File: src/rtl/eqr_defines.svh
// Offsets-free constants: clock rate, timing counts, heat default and current width
`ifndef EQR_DEFINES_SVH
`define EQR_DEFINES_SVH
`define EQR_CLK_HZ 25000000
`define EQR_RD_MIN_MS 10
`define EQR_SAMPLE_MS 5
`define EQR_SAMPLE_CYC ((`EQR_CLK_HZ / 1000) * `EQR_SAMPLE_MS)
`define EQR_HOLD_MS 500
`define EQR_HOLD_CYC ((`EQR_CLK_HZ / 1000) * `EQR_HOLD_MS)
`define EQR_HEAT_S_DEF 20
`define EQR_CUR_W 24
`endif

File: src/rtl/eqr_pkg.sv
// Types shared by the quench and rampdown controller
package eqr_pkg;
  typedef enum logic [7:0] {
    EQR_IDLE = 8'h01,
    EQR_MATCH = 8'h02,
    EQR_HOLD = 8'h04,
    EQR_HEAT = 8'h08,
    EQR_ZEROING = 8'h10,
    EQR_DONE = 8'h20,
    EQR_QUENCH = 8'h40
  } eqr_state_e;

  typedef struct packed {
    logic rampPause;
    logic escape;
    logic confirm;
    logic quenchClearKey;
    logic quenchClearRemote;
  } eqr_keys_s;

  typedef struct packed {
    logic quenchLatched;
    logic rampdownActive;
    logic rampdownDone;
    logic operatorLocked;
  } eqr_status_s;
endpackage

File: src/rtl/eqr_sync2.sv
// Two-flop synchroniser for contact inputs
`timescale 1ns/1ps
module eqr_sync2 #(
  parameter logic RESET_VAL = 1'b0
) (
  input wire logic ref_clk,
  input wire logic arst_n,
  input wire logic asyncIn,
  output logic syncOut
);
  logic stage1_ff;

  // First stage feeds only the second
  always_ff @(posedge ref_clk or negedge arst_n) begin
    if (!arst_n) begin
      stage1_ff <= RESET_VAL;
      syncOut <= RESET_VAL;
    end else begin
      stage1_ff <= asyncIn;
      syncOut <= stage1_ff;
    end
  end
endmodule

File: src/rtl/eqr_ctl.sv
// Quench protection and external rampdown sequencer
`timescale 1ns/1ps
`include "eqr_defines.svh"
module eqr_ctl #(
  parameter int CUR_W = `EQR_CUR_W,
  parameter int SAMPLE_CYC = `EQR_SAMPLE_CYC,
  parameter int HOLD_CYC = `EQR_HOLD_CYC,
  parameter int SEC_CYC = `EQR_CLK_HZ,
  parameter int MAX_ERR = 256
) (
  input wire logic ref_clk,
  input wire logic arst_n,
  input wire logic extQuenchIn,
  input wire logic extRampdownIn,
  input wire logic rampdownEnable,
  input wire logic intDetectEnable,
  input wire logic intQuenchEvent,
  input wire logic persistentMode,
  input wire logic switchUncommandedNormal,
  input wire logic [6:0] heatTimeSec,
  input wire eqr_pkg::eqr_keys_s keys,
  input wire logic signed [CUR_W-1:0] presentCurrent,
  input wire logic signed [CUR_W-1:0] magnetCurrent,
  input wire logic signed [CUR_W-1:0] operatorSetpoint,
  output logic signed [CUR_W-1:0] currentCmd,
  output logic zeroVoltCmd,
  output logic quenchOut,
  output logic bypass_switch_heater,
  output logic setpoint_reached_lamp,
  output logic persistentLampOff,
  output logic pausedOut,
  output logic zeroCurrentOut,
  output eqr_pkg::eqr_status_s status,
  output eqr_pkg::eqr_keys_s keysGated
);
  // Elaboration guard on parameter ranges
  initial begin
    if (CUR_W < 8 || SAMPLE_CYC < 1 || HOLD_CYC < 1 || SEC_CYC < 1
        || MAX_ERR < 1) begin
      $error("eqr_ctl: parameter out of range");
    end
  end

  localparam logic signed [CUR_W-1:0] ZERO_CUR = '0;
  localparam logic signed [CUR_W-1:0] ERR_LIM = CUR_W'(MAX_ERR);

  eqr_pkg::eqr_state_e state_ff;
  eqr_pkg::eqr_state_e nxt_state;
  logic extQuenchSync;
  logic rampSync;
  logic rampSample_ff;
  logic [31:0] sampleCnt_ff;
  logic [31:0] timer_ff;
  logic [6:0] heatSec_ff;
  logic quenchLatch_ff;
  logic intQuench;
  logic clearReq;
  logic quenchSet;
  logic sampleTick;
  logic signed [CUR_W-1:0] holdCur_ff;
  logic signed [CUR_W-1:0] err;
  logic signed [CUR_W-1:0] nxt_cmd;
  logic paused_ff;
  logic heatDone;
  logic holdDone;

  // Contact inputs; open contact reads as low, so no false trip
  // Low reset value matches an open contact: no false edge after reset
  eqr_sync2 #(.RESET_VAL(1'b0)) u_syncQuench (
    .ref_clk(ref_clk),
    .arst_n(arst_n),
    .asyncIn(extQuenchIn),
    .syncOut(extQuenchSync)
  );
  eqr_sync2 #(.RESET_VAL(1'b0)) u_syncRamp (
    .ref_clk(ref_clk),
    .arst_n(arst_n),
    .asyncIn(extRampdownIn),
    .syncOut(rampSync)
  );

  // Sample period half the 10 ms minimum, so a valid closure is seen
  // Worst-case start lag is one sample period plus the two sync flops
  always_ff @(posedge ref_clk or negedge arst_n) begin
    if (!arst_n) begin
      sampleCnt_ff <= '0;
    end else if (sampleTick) begin
      sampleCnt_ff <= '0;
    end else begin
      sampleCnt_ff <= sampleCnt_ff + 32'h1;
    end
  end
  assign sampleTick = (sampleCnt_ff == 32'(SAMPLE_CYC - 1));

  always_ff @(posedge ref_clk or negedge arst_n) begin
    if (!arst_n) begin
      rampSample_ff <= 1'b0;
    end else if (sampleTick) begin
      rampSample_ff <= rampSync;
    end
  end

  // Internal trip only when enabled; external path has no enable
  // Live command is compared, so a step still in flight can also trip
  assign intQuench = intDetectEnable
    && (intQuenchEvent
        || (switchUncommandedNormal
            && magnetCurrent != currentCmd));
  assign quenchSet = extQuenchSync || intQuench;
  // Clear refused while external contact still closed
  assign clearReq = (keys.quenchClearKey || keys.quenchClearRemote)
    && !extQuenchSync;

  // Quench latch; a new trip wins over a clear in the same cycle
  always_ff @(posedge ref_clk or negedge arst_n) begin
    if (!arst_n) begin
      quenchLatch_ff <= 1'b0;
    end else if (quenchSet) begin
      quenchLatch_ff <= 1'b1;
    end else if (clearReq) begin
      quenchLatch_ff <= 1'b0;
    end
  end

  // Sequencer next state
  always_comb begin
    nxt_state = state_ff;
    unique case (state_ff)
      eqr_pkg::EQR_IDLE: begin
        if (rampdownEnable && rampSample_ff) begin
          if (persistentMode) begin
            nxt_state = eqr_pkg::EQR_MATCH;
          end else begin
            nxt_state = eqr_pkg::EQR_ZEROING;
          end
        end
      end
      eqr_pkg::EQR_MATCH: begin
        if (currentCmd == magnetCurrent) begin
          nxt_state = eqr_pkg::EQR_HOLD;
        end
      end
      eqr_pkg::EQR_HOLD: begin
        if (holdDone) begin
          nxt_state = eqr_pkg::EQR_HEAT;
        end
      end
      eqr_pkg::EQR_HEAT: begin
        if (heatDone) begin
          nxt_state = eqr_pkg::EQR_ZEROING;
        end
      end
      eqr_pkg::EQR_ZEROING: begin
        if (currentCmd == ZERO_CUR) begin
          nxt_state = eqr_pkg::EQR_DONE;
        end
      end
      eqr_pkg::EQR_DONE: begin
        if (!rampSync && keys.confirm) begin
          nxt_state = eqr_pkg::EQR_IDLE;
        end
      end
      eqr_pkg::EQR_QUENCH: begin
        if (!quenchLatch_ff) begin
          nxt_state = eqr_pkg::EQR_IDLE;
        end
      end
      default: nxt_state = eqr_pkg::EQR_IDLE;
    endcase
    // A quench preempts any sequence step
    // Checked last, so no case branch above can override it
    if (quenchLatch_ff) begin
      nxt_state = eqr_pkg::EQR_QUENCH;
    end
  end

  always_ff @(posedge ref_clk or negedge arst_n) begin
    if (!arst_n) begin
      state_ff <= eqr_pkg::EQR_IDLE;
    end else begin
      state_ff <= nxt_state;
    end
  end

  // Hold and heat timers; heat counts whole seconds
  // Any state change restarts them, so an interrupted hold starts over
  always_ff @(posedge ref_clk or negedge arst_n) begin
    if (!arst_n) begin
      timer_ff <= '0;
      heatSec_ff <= '0;
    end else if (state_ff != nxt_state) begin
      timer_ff <= '0;
      heatSec_ff <= '0;
    end else if (state_ff == eqr_pkg::EQR_HOLD) begin
      timer_ff <= timer_ff + 32'h1;
    end else if (state_ff == eqr_pkg::EQR_HEAT) begin
      if (timer_ff == 32'(SEC_CYC - 1)) begin
        timer_ff <= '0;
        heatSec_ff <= heatSec_ff + 7'h01;
      end else begin
        timer_ff <= timer_ff + 32'h1;
      end
    end
  end
  assign holdDone = (timer_ff == 32'(HOLD_CYC - 1));
  assign heatDone = (heatSec_ff >= heatTimeSec)
    && (heatTimeSec != 7'h00 || timer_ff != '0);

  // Error between wanted and present current, clamped in idle when undetected
  always_comb begin
    nxt_cmd = currentCmd;
    err = '0;
    unique case (state_ff)
      eqr_pkg::EQR_MATCH: nxt_cmd = magnetCurrent;
      eqr_pkg::EQR_ZEROING: nxt_cmd = ZERO_CUR;
      eqr_pkg::EQR_QUENCH: nxt_cmd = presentCurrent;
      eqr_pkg::EQR_HOLD,
      eqr_pkg::EQR_HEAT,
      eqr_pkg::EQR_DONE: nxt_cmd = currentCmd;
      eqr_pkg::EQR_IDLE: begin
        if (paused_ff) begin
          nxt_cmd = holdCur_ff;
        end else if (switchUncommandedNormal && !intDetectEnable) begin
          nxt_cmd = magnetCurrent;
        end else if (zeroCurrentOut) begin
          // Zero-current mode holds until the operator resumes
          nxt_cmd = ZERO_CUR;
        end else begin
          nxt_cmd = operatorSetpoint;
        end
        if (!intDetectEnable) begin
          err = nxt_cmd - presentCurrent;
          // Limit so magnet terminals see no excess voltage
          if (err > ERR_LIM) begin
            nxt_cmd = presentCurrent + ERR_LIM;
          end else if (err < -ERR_LIM) begin
            nxt_cmd = presentCurrent - ERR_LIM;
          end
        end
      end
      default: nxt_cmd = currentCmd;
    endcase
  end

  always_ff @(posedge ref_clk or negedge arst_n) begin
    if (!arst_n) begin
      currentCmd <= '0;
    end else begin
      currentCmd <= nxt_cmd;
    end
  end

  // Paused after clear, holding current seen at the clear
  always_ff @(posedge ref_clk or negedge arst_n) begin
    if (!arst_n) begin
      paused_ff <= 1'b0;
      holdCur_ff <= '0;
    end else if (quenchLatch_ff && clearReq && !quenchSet) begin
      paused_ff <= 1'b1;
      holdCur_ff <= presentCurrent;
    end else if (state_ff == eqr_pkg::EQR_DONE) begin
      // Rampdown ends in zero-current mode, not in a stale pause
      paused_ff <= 1'b0;
    end else if (state_ff == eqr_pkg::EQR_IDLE && keys.rampPause) begin
      paused_ff <= 1'b0;
    end
  end

  // Registered indicator and drive outputs
  // Trip feeds the drive directly, saving a cycle of exposure
  always_ff @(posedge ref_clk or negedge arst_n) begin
    if (!arst_n) begin
      zeroVoltCmd <= 1'b0;
      quenchOut <= 1'b0;
      bypass_switch_heater <= 1'b0;
      setpoint_reached_lamp <= 1'b0;
      persistentLampOff <= 1'b0;
      zeroCurrentOut <= 1'b0;
    end else begin
      zeroVoltCmd <= quenchSet || quenchLatch_ff;
      quenchOut <= quenchSet || quenchLatch_ff;
      // Heater stays on after heating so the supply keeps the magnet;
      // a new persistent sequence starts with the switch cold
      if (nxt_state == eqr_pkg::EQR_HEAT) begin
        bypass_switch_heater <= 1'b1;
      end else if (nxt_state == eqr_pkg::EQR_MATCH) begin
        bypass_switch_heater <= 1'b0;
      end
      setpoint_reached_lamp <= (nxt_state == eqr_pkg::EQR_HOLD)
        || (nxt_state == eqr_pkg::EQR_HEAT);
      if (state_ff == eqr_pkg::EQR_HEAT && heatDone) begin
        persistentLampOff <= 1'b1;
      end else if (nxt_state == eqr_pkg::EQR_MATCH) begin
        persistentLampOff <= 1'b0;
      end
      if (state_ff == eqr_pkg::EQR_DONE && nxt_state == eqr_pkg::EQR_IDLE)
      begin
        zeroCurrentOut <= 1'b1;
      end else if (state_ff != eqr_pkg::EQR_IDLE) begin
        zeroCurrentOut <= 1'b0;
      end else if (keys.rampPause) begin
        zeroCurrentOut <= 1'b0;
      end
    end
  end

  assign pausedOut = paused_ff;

  // Operator keys pass only when neither quench nor rampdown owns control
  // Done counts as active, so keys stay blocked until release and confirm
  always_comb begin
    status.quenchLatched = quenchLatch_ff;
    status.rampdownActive = (state_ff != eqr_pkg::EQR_IDLE)
      && (state_ff != eqr_pkg::EQR_QUENCH);
    status.rampdownDone = (state_ff == eqr_pkg::EQR_DONE);
    status.operatorLocked = quenchLatch_ff
      || status.rampdownActive;
    keysGated = status.operatorLocked ? '0 : keys;
  end
endmodule

File: config.mk
export PLATFORM = sky130hd
export DESIGN_NAME = eqr_ctl
export DESIGN_NICKNAME = d
export VERILOG_FILES = /design/src/rtl/eqr_pkg.sv /design/src/rtl/eqr_sync2.sv /design/src/rtl/eqr_ctl.sv
export VERILOG_INCLUDE_DIRS = /design/src /design/src/rtl
export SDC_FILE = /design/constraint.sdc
export NUM_CORES = 1
export LEC_CHECK = 0
export ABC_AREA = 1
export CAP_MARGIN = 0
export CORE_MARGIN = 1
export CORE_UTILIZATION = 50
export DETAILED_ROUTE_END_ITERATION = 8
export DONT_BUFFER_PORTS = 1
export PLACE_DENSITY = 0.61
export SKIP_LAST_GASP = 1
export SLEW_MARGIN = 30
export SYNTH_ARGS = -nofsm -noshare
export SYNTH_HDL_FRONTEND = slang
export SYNTH_SLANG_ARGS = --single-unit
File: constraint.sdc
create_clock -name ref_clk -period 5.46 [get_ports ref_clk]
set_input_delay 1.092 -clock ref_clk [delete_from_list [all_inputs] [get_ports ref_clk]]
set_output_delay 1.092 -clock ref_clk [all_outputs]
set_load 0.05 [all_outputs]
==> run_summary.xml <==
<?xml version="1.0" encoding="UTF-8"?>
<metrics>
  <group name="status">
    <metric name="outcome" unit="">finished clean</metric>
  </group>
  <group name="routing">
    <metric name="vias" unit="">12290</metric>
    <metric name="postRouteAntennaNets" unit="">0</metric>
    <metric name="initial_drt_markers" unit="">1175</metric>
    <metric name="route.detailed.vias_per_inst" unit="">5.59</metric>
    <metric name="wirelength" unit="microns">37900</metric>
    <metric name="routed_length_per_placed_instance" unit="microns">17.2</metric>
    <metric name="drc" unit="">0</metric>
    <metric name="drt-pass1-iter-count" unit="">5</metric>
  </group>
  <group name="timing">
    <metric name="timing.final.setup_violations" unit="">0</metric>
    <metric name="rsz0062_at_grt" unit="">false</metric>
    <metric name="finalCritPeriodShare" unit="">0.921</metric>
    <metric name="fmaxAchievable" unit="MHz">199</metric>
    <metric name="final_max_slew_viol_count" unit="">0</metric>
    <metric name="tightest_slew" unit="ps">898</metric>
    <metric name="setup_total_negative_slack" unit="ps">0</metric>
    <metric name="hold_violations" unit="">0</metric>
    <metric name="finalWorstPathRequiredPeriod" unit="ps">5030</metric>
    <metric name="worst_slew_margin_rel" unit="">0.399</metric>
    <metric name="setup_skew_after_layout" unit="ps">17.5</metric>
  </group>
  <group name="setup_path">
    <metric name="worstRegToRegCells" unit="">22</metric>
    <metric name="timing.critical_path.buf_inv" unit="">4</metric>
    <metric name="critical-path-slowest-cell" unit="">nor2_1</metric>
    <metric name="worst-endpoint-arrival" unit="ps">3940</metric>
    <metric name="setup.worst_path.class" unit="">flop to output pin</metric>
    <metric name="worstPathCellList" unit="">inv_1, nor3_1, nand2_2, clkinv_1, nor2_1, buf_4, inv_1, nand2_1, nor2_1</metric>
    <metric name="startpoint_type" unit="">flop</metric>
    <metric name="crit_fanout" unit="">25</metric>
    <metric name="setup.worst_path.start" unit="">state_ff[0]</metric>
    <metric name="endpoint_kind" unit="">output pin</metric>
    <metric name="timing.rr.end" unit="">currentCmd[0]</metric>
    <metric name="cell_type_group_with_the_largest_total_delay_on_the_critical_path" unit="">simple AND/OR/NAND/NOR gates</metric>
    <metric name="r2r_start" unit="">pausedOut</metric>
    <metric name="path_depth" unit="">9</metric>
    <metric name="worst-r2r-setup-slack" unit="ps">710</metric>
    <metric name="cpPeakStageDelay" unit="ps">840</metric>
    <metric name="timing.critical_path.required" unit="ps">4370</metric>
  </group>
  <group name="cts">
    <metric name="cts_hold_buffers" unit="">0</metric>
    <metric name="cts.htree.levels" unit="">4</metric>
    <metric name="clockBufferDepth" unit="">2</metric>
    <metric name="cts_tree" unit="">done</metric>
    <metric name="worstSkewPairLatency" unit="ps">430</metric>
    <metric name="clock_sinks" unit="">139</metric>
    <metric name="cts.repair_timing.setup_buffer_count" unit="">0</metric>
    <metric name="numCtsBuffers" unit="">17</metric>
    <metric name="clock-root-buffer" unit="">clkbuf_16</metric>
    <metric name="cts_resized" unit="">0</metric>
    <metric name="worst_setup_hold_path_clk_slew" unit="ps">80</metric>
  </group>
  <group name="power">
    <metric name="power.density" unit="nW/um^2">300</metric>
    <metric name="share_seq_of_total_power" unit="">0.345</metric>
    <metric name="power_frac_clock" unit="">0.310</metric>
    <metric name="comb_power_share" unit="">0.345</metric>
    <metric name="internal_power" unit="mW">2.20</metric>
    <metric name="vdd.ir_drop.worst" unit="uV">231</metric>
    <metric name="power.net_switching" unit="mW">1.66</metric>
    <metric name="leakage" unit="nW">6.47</metric>
    <metric name="power.share.switching" unit="">0.430</metric>
    <metric name="power" unit="mW">3.86</metric>
  </group>
  <group name="cells_and_area">
    <metric name="insertedDiodeCount" unit="">0</metric>
    <metric name="synthToLayoutAreaGrowth" unit="%">6.95</metric>
    <metric name="final_core_utilization" unit="">0.547</metric>
    <metric name="layout-drive-gt1-share" unit="">0.0532</metric>
    <metric name="mostFrequentLayoutCell" unit="">nand2_1</metric>
    <metric name="final.fill_count" unit="">2429</metric>
    <metric name="most_frequent_cells_in_the_layout" unit="">497 x nand2_1, 313 x inv_1, 188 x nor2_1, 142 x nand3_1, 138 x dfrtp_1</metric>
    <metric name="nets" unit="">1997</metric>
  </group>
  <group name="logic_synthesis">
    <metric name="syn-instance-count" unit="">1890</metric>
    <metric name="synth_edf_count" unit="">0</metric>
    <metric name="main_synth_ff_type" unit="">dfrtp_1</metric>
    <metric name="netlist_area" unit="sq um">12000</metric>
    <metric name="yosys.cell_types.count" unit="">55</metric>
    <metric name="synth_seq_area_share" unit="">0.289</metric>
    <metric name="mappedNetlistNets" unit="">2020</metric>
    <metric name="asyncSetResetFlopFracSynth" unit="">1.00</metric>
    <metric name="ys.warnings.count" unit="">0</metric>
    <metric name="synth.ff_latch_count" unit="">139</metric>
    <metric name="synth_area_per_cell" unit="sq um">6.37</metric>
  </group>
  <group name="global_route">
    <metric name="track_usage" unit="">0.312</metric>
    <metric name="grt_max_degree" unit="">140</metric>
    <metric name="grt_first_pass_wirelength" unit="microns">59700</metric>
    <metric name="vias_in_the_first_global_route" unit="">11275</metric>
    <metric name="number_of_antenna_violations_at_the_first_check_in_global_routing" unit="">0</metric>
    <metric name="grt.overflow.total" unit="">0</metric>
  </group>
  <group name="floorplan">
    <metric name="initial_utilization" unit="">0.511</metric>
    <metric name="die_y" unit="microns">157</metric>
    <metric name="die-width" unit="microns">157</metric>
    <metric name="placement_rows" unit="">56</metric>
    <metric name="io_pins" unit="">133</metric>
    <metric name="core-area" unit="sq um">23500</metric>
    <metric name="die_area" unit="sq um">24700</metric>
  </group>
  <group name="hold_path">
    <metric name="worstHoldPathType" unit="">primary input to async pin</metric>
  </group>
  <group name="job">
    <metric name="drv_cap" unit="">0</metric>
  </group>
  <group name="placed_design">
    <metric name="port_buffers" unit="">0</metric>
    <metric name="routabilityCongestion" unit="">0.974</metric>
    <metric name="detailed_place_hpwl" unit="microns">28900</metric>
  </group>
</metrics>
metal layers:
metal  vias to the layer above  track usage  wire (microns)  share of wire
met5                         -            0               0              0
met4                         0       0.0791             859          0.023
met3                        69       0.0738            3100          0.082
met2                       468        0.488           16700           0.44
met1                      5713        0.433           17200           0.45
li1                       6040            -               -              -
registers in the layout, indices dropped and copies added (netlist names):
| register | cells |
|---|---|
| bypass_switch_heater | 1 |
| currentCmd | 24 |
| heatSec_ff | 7 |
| holdCur_ff | 24 |
| pausedOut | 1 |
| persistentLampOff | 1 |
| quenchLatch_ff | 1 |
| quenchOut | 1 |
| rampSample_ff | 1 |
| sampleCnt_ff | 32 |
| setpoint_reached_lamp | 1 |
| state_ff | 8 |
| timer_ff | 32 |
| u_syncQuench.stage1_ff | 1 |
| u_syncQuench.syncOut | 1 |
| u_syncRamp.stage1_ff | 1 |
| u_syncRamp.syncOut | 1 |
| zeroCurrentOut | 1 |
power by group through the flow:
stage               Clock [mW]  Combinational (mW)  Sequential [mW]
finish                    1.20                1.33             1.33
global route              1.25                1.50             1.34
detailed placement           0                1.30             1.35
CTS                       1.21                1.31             1.33
floorplan                    0                1.01             1.32
global placement             0                1.29             1.35
worst register-to-register path: stages, from the launching register on:
cell and delay, ps:
dfrtp_1 370, buf_4 200, inv_2 640, nor2_1 220, a21oi_1 450, ha_1 340
nand2_1 110, inv_1 80, nand2_1 130, nor2_1 200, nand3b_1 190, nand3_1 150
nand2_1 60, nand2_1 80, nand3_1 80, nor2_1 120, nand3_2 280, nand2_4 280
nand2_4 110, nand2_4 210, a21oi_1 110, o21ai_0 120, nand3b_1 90
through the flow:
step | hold WS [ps] | setup slack, ps | instances | cell area (sq um)
2_1_floorplan | 331 | 776 | 1890 | 12000
6_report | 346 | 430 | 2199 | 12900
5_1_grt | 329 | 191 | 2199 | 12900
4_1_cts | 335 | 455 | 2199 | 12900
3_5_place_dp | 335 | 292 | 2167 | 12300
3_3_place_gp | 335 | 449 | 2167 | 12300
how the worst max path moves through the flow:
stage	endpoint	slack (ps)
after global placement	currentCmd[4]	450
final	keysGated[1]	430
after CTS	keysGated[1]	450
after detailed placement	currentCmd[0]	290
after global routing	currentCmd[0]	190
after floorplan	currentCmd[5]	780
cell usage after synthesis, types with 7 or more instances:
| cell | n | area share |
|---|---|---|
| nand2_1 | 497 | 0.16 |
| o21a_1 | 12 | 0.0075 |
| a31oi_1 | 13 | 0.0068 |
| clkbuf_1 | 39 | 0.012 |
| nor2_1 | 188 | 0.059 |
| inv_1 | 313 | 0.098 |
| nor3_1 | 52 | 0.022 |
| nand4_1 | 57 | 0.030 |
| o22ai_1 | 10 | 0.0052 |
| xor2_1 | 55 | 0.040 |
| inv_2 | 9 | 0.0028 |
| o21ai_0 | 75 | 0.031 |
| o211ai_1 | 16 | 0.010 |
| nand3b_1 | 28 | 0.017 |
| xnor2_1 | 19 | 0.014 |
| nor4_1 | 28 | 0.015 |
| a21oi_1 | 70 | 0.029 |
| nand3_1 | 142 | 0.059 |
| ha_1 | 36 | 0.037 |
| a21oi_2 | 11 | 0.0080 |
| dfrtp_1 | 138 | 0.29 |
| o21ai_1 | 7 | 0.0029 |
layout make-up:
cell class,instances,area (sq um),area share
multi-input combinational,1369,7070,0.549
tap,319,399,0.0310
inverter,326,1220,0.0951
timing repair buffer,14,105,0.00817
clock inverter,14,150,0.0117
clock buffer,18,439,0.0341
sequential,139,3480,0.270
kinds of logic after synthesis:
family | after synthesis | synth area share
flops | 139 | 0.289
simple gates | 1023 | 0.379
fa+ha+maj | 37 | 0.0391
compound gates | 232 | 0.113
buf+inv | 382 | 0.124
other cells | 1 | 0.000312
mux | 2 | 0.00177
xor+xnor | 74 | 0.0539
Power figures use the tool's default switching activity.
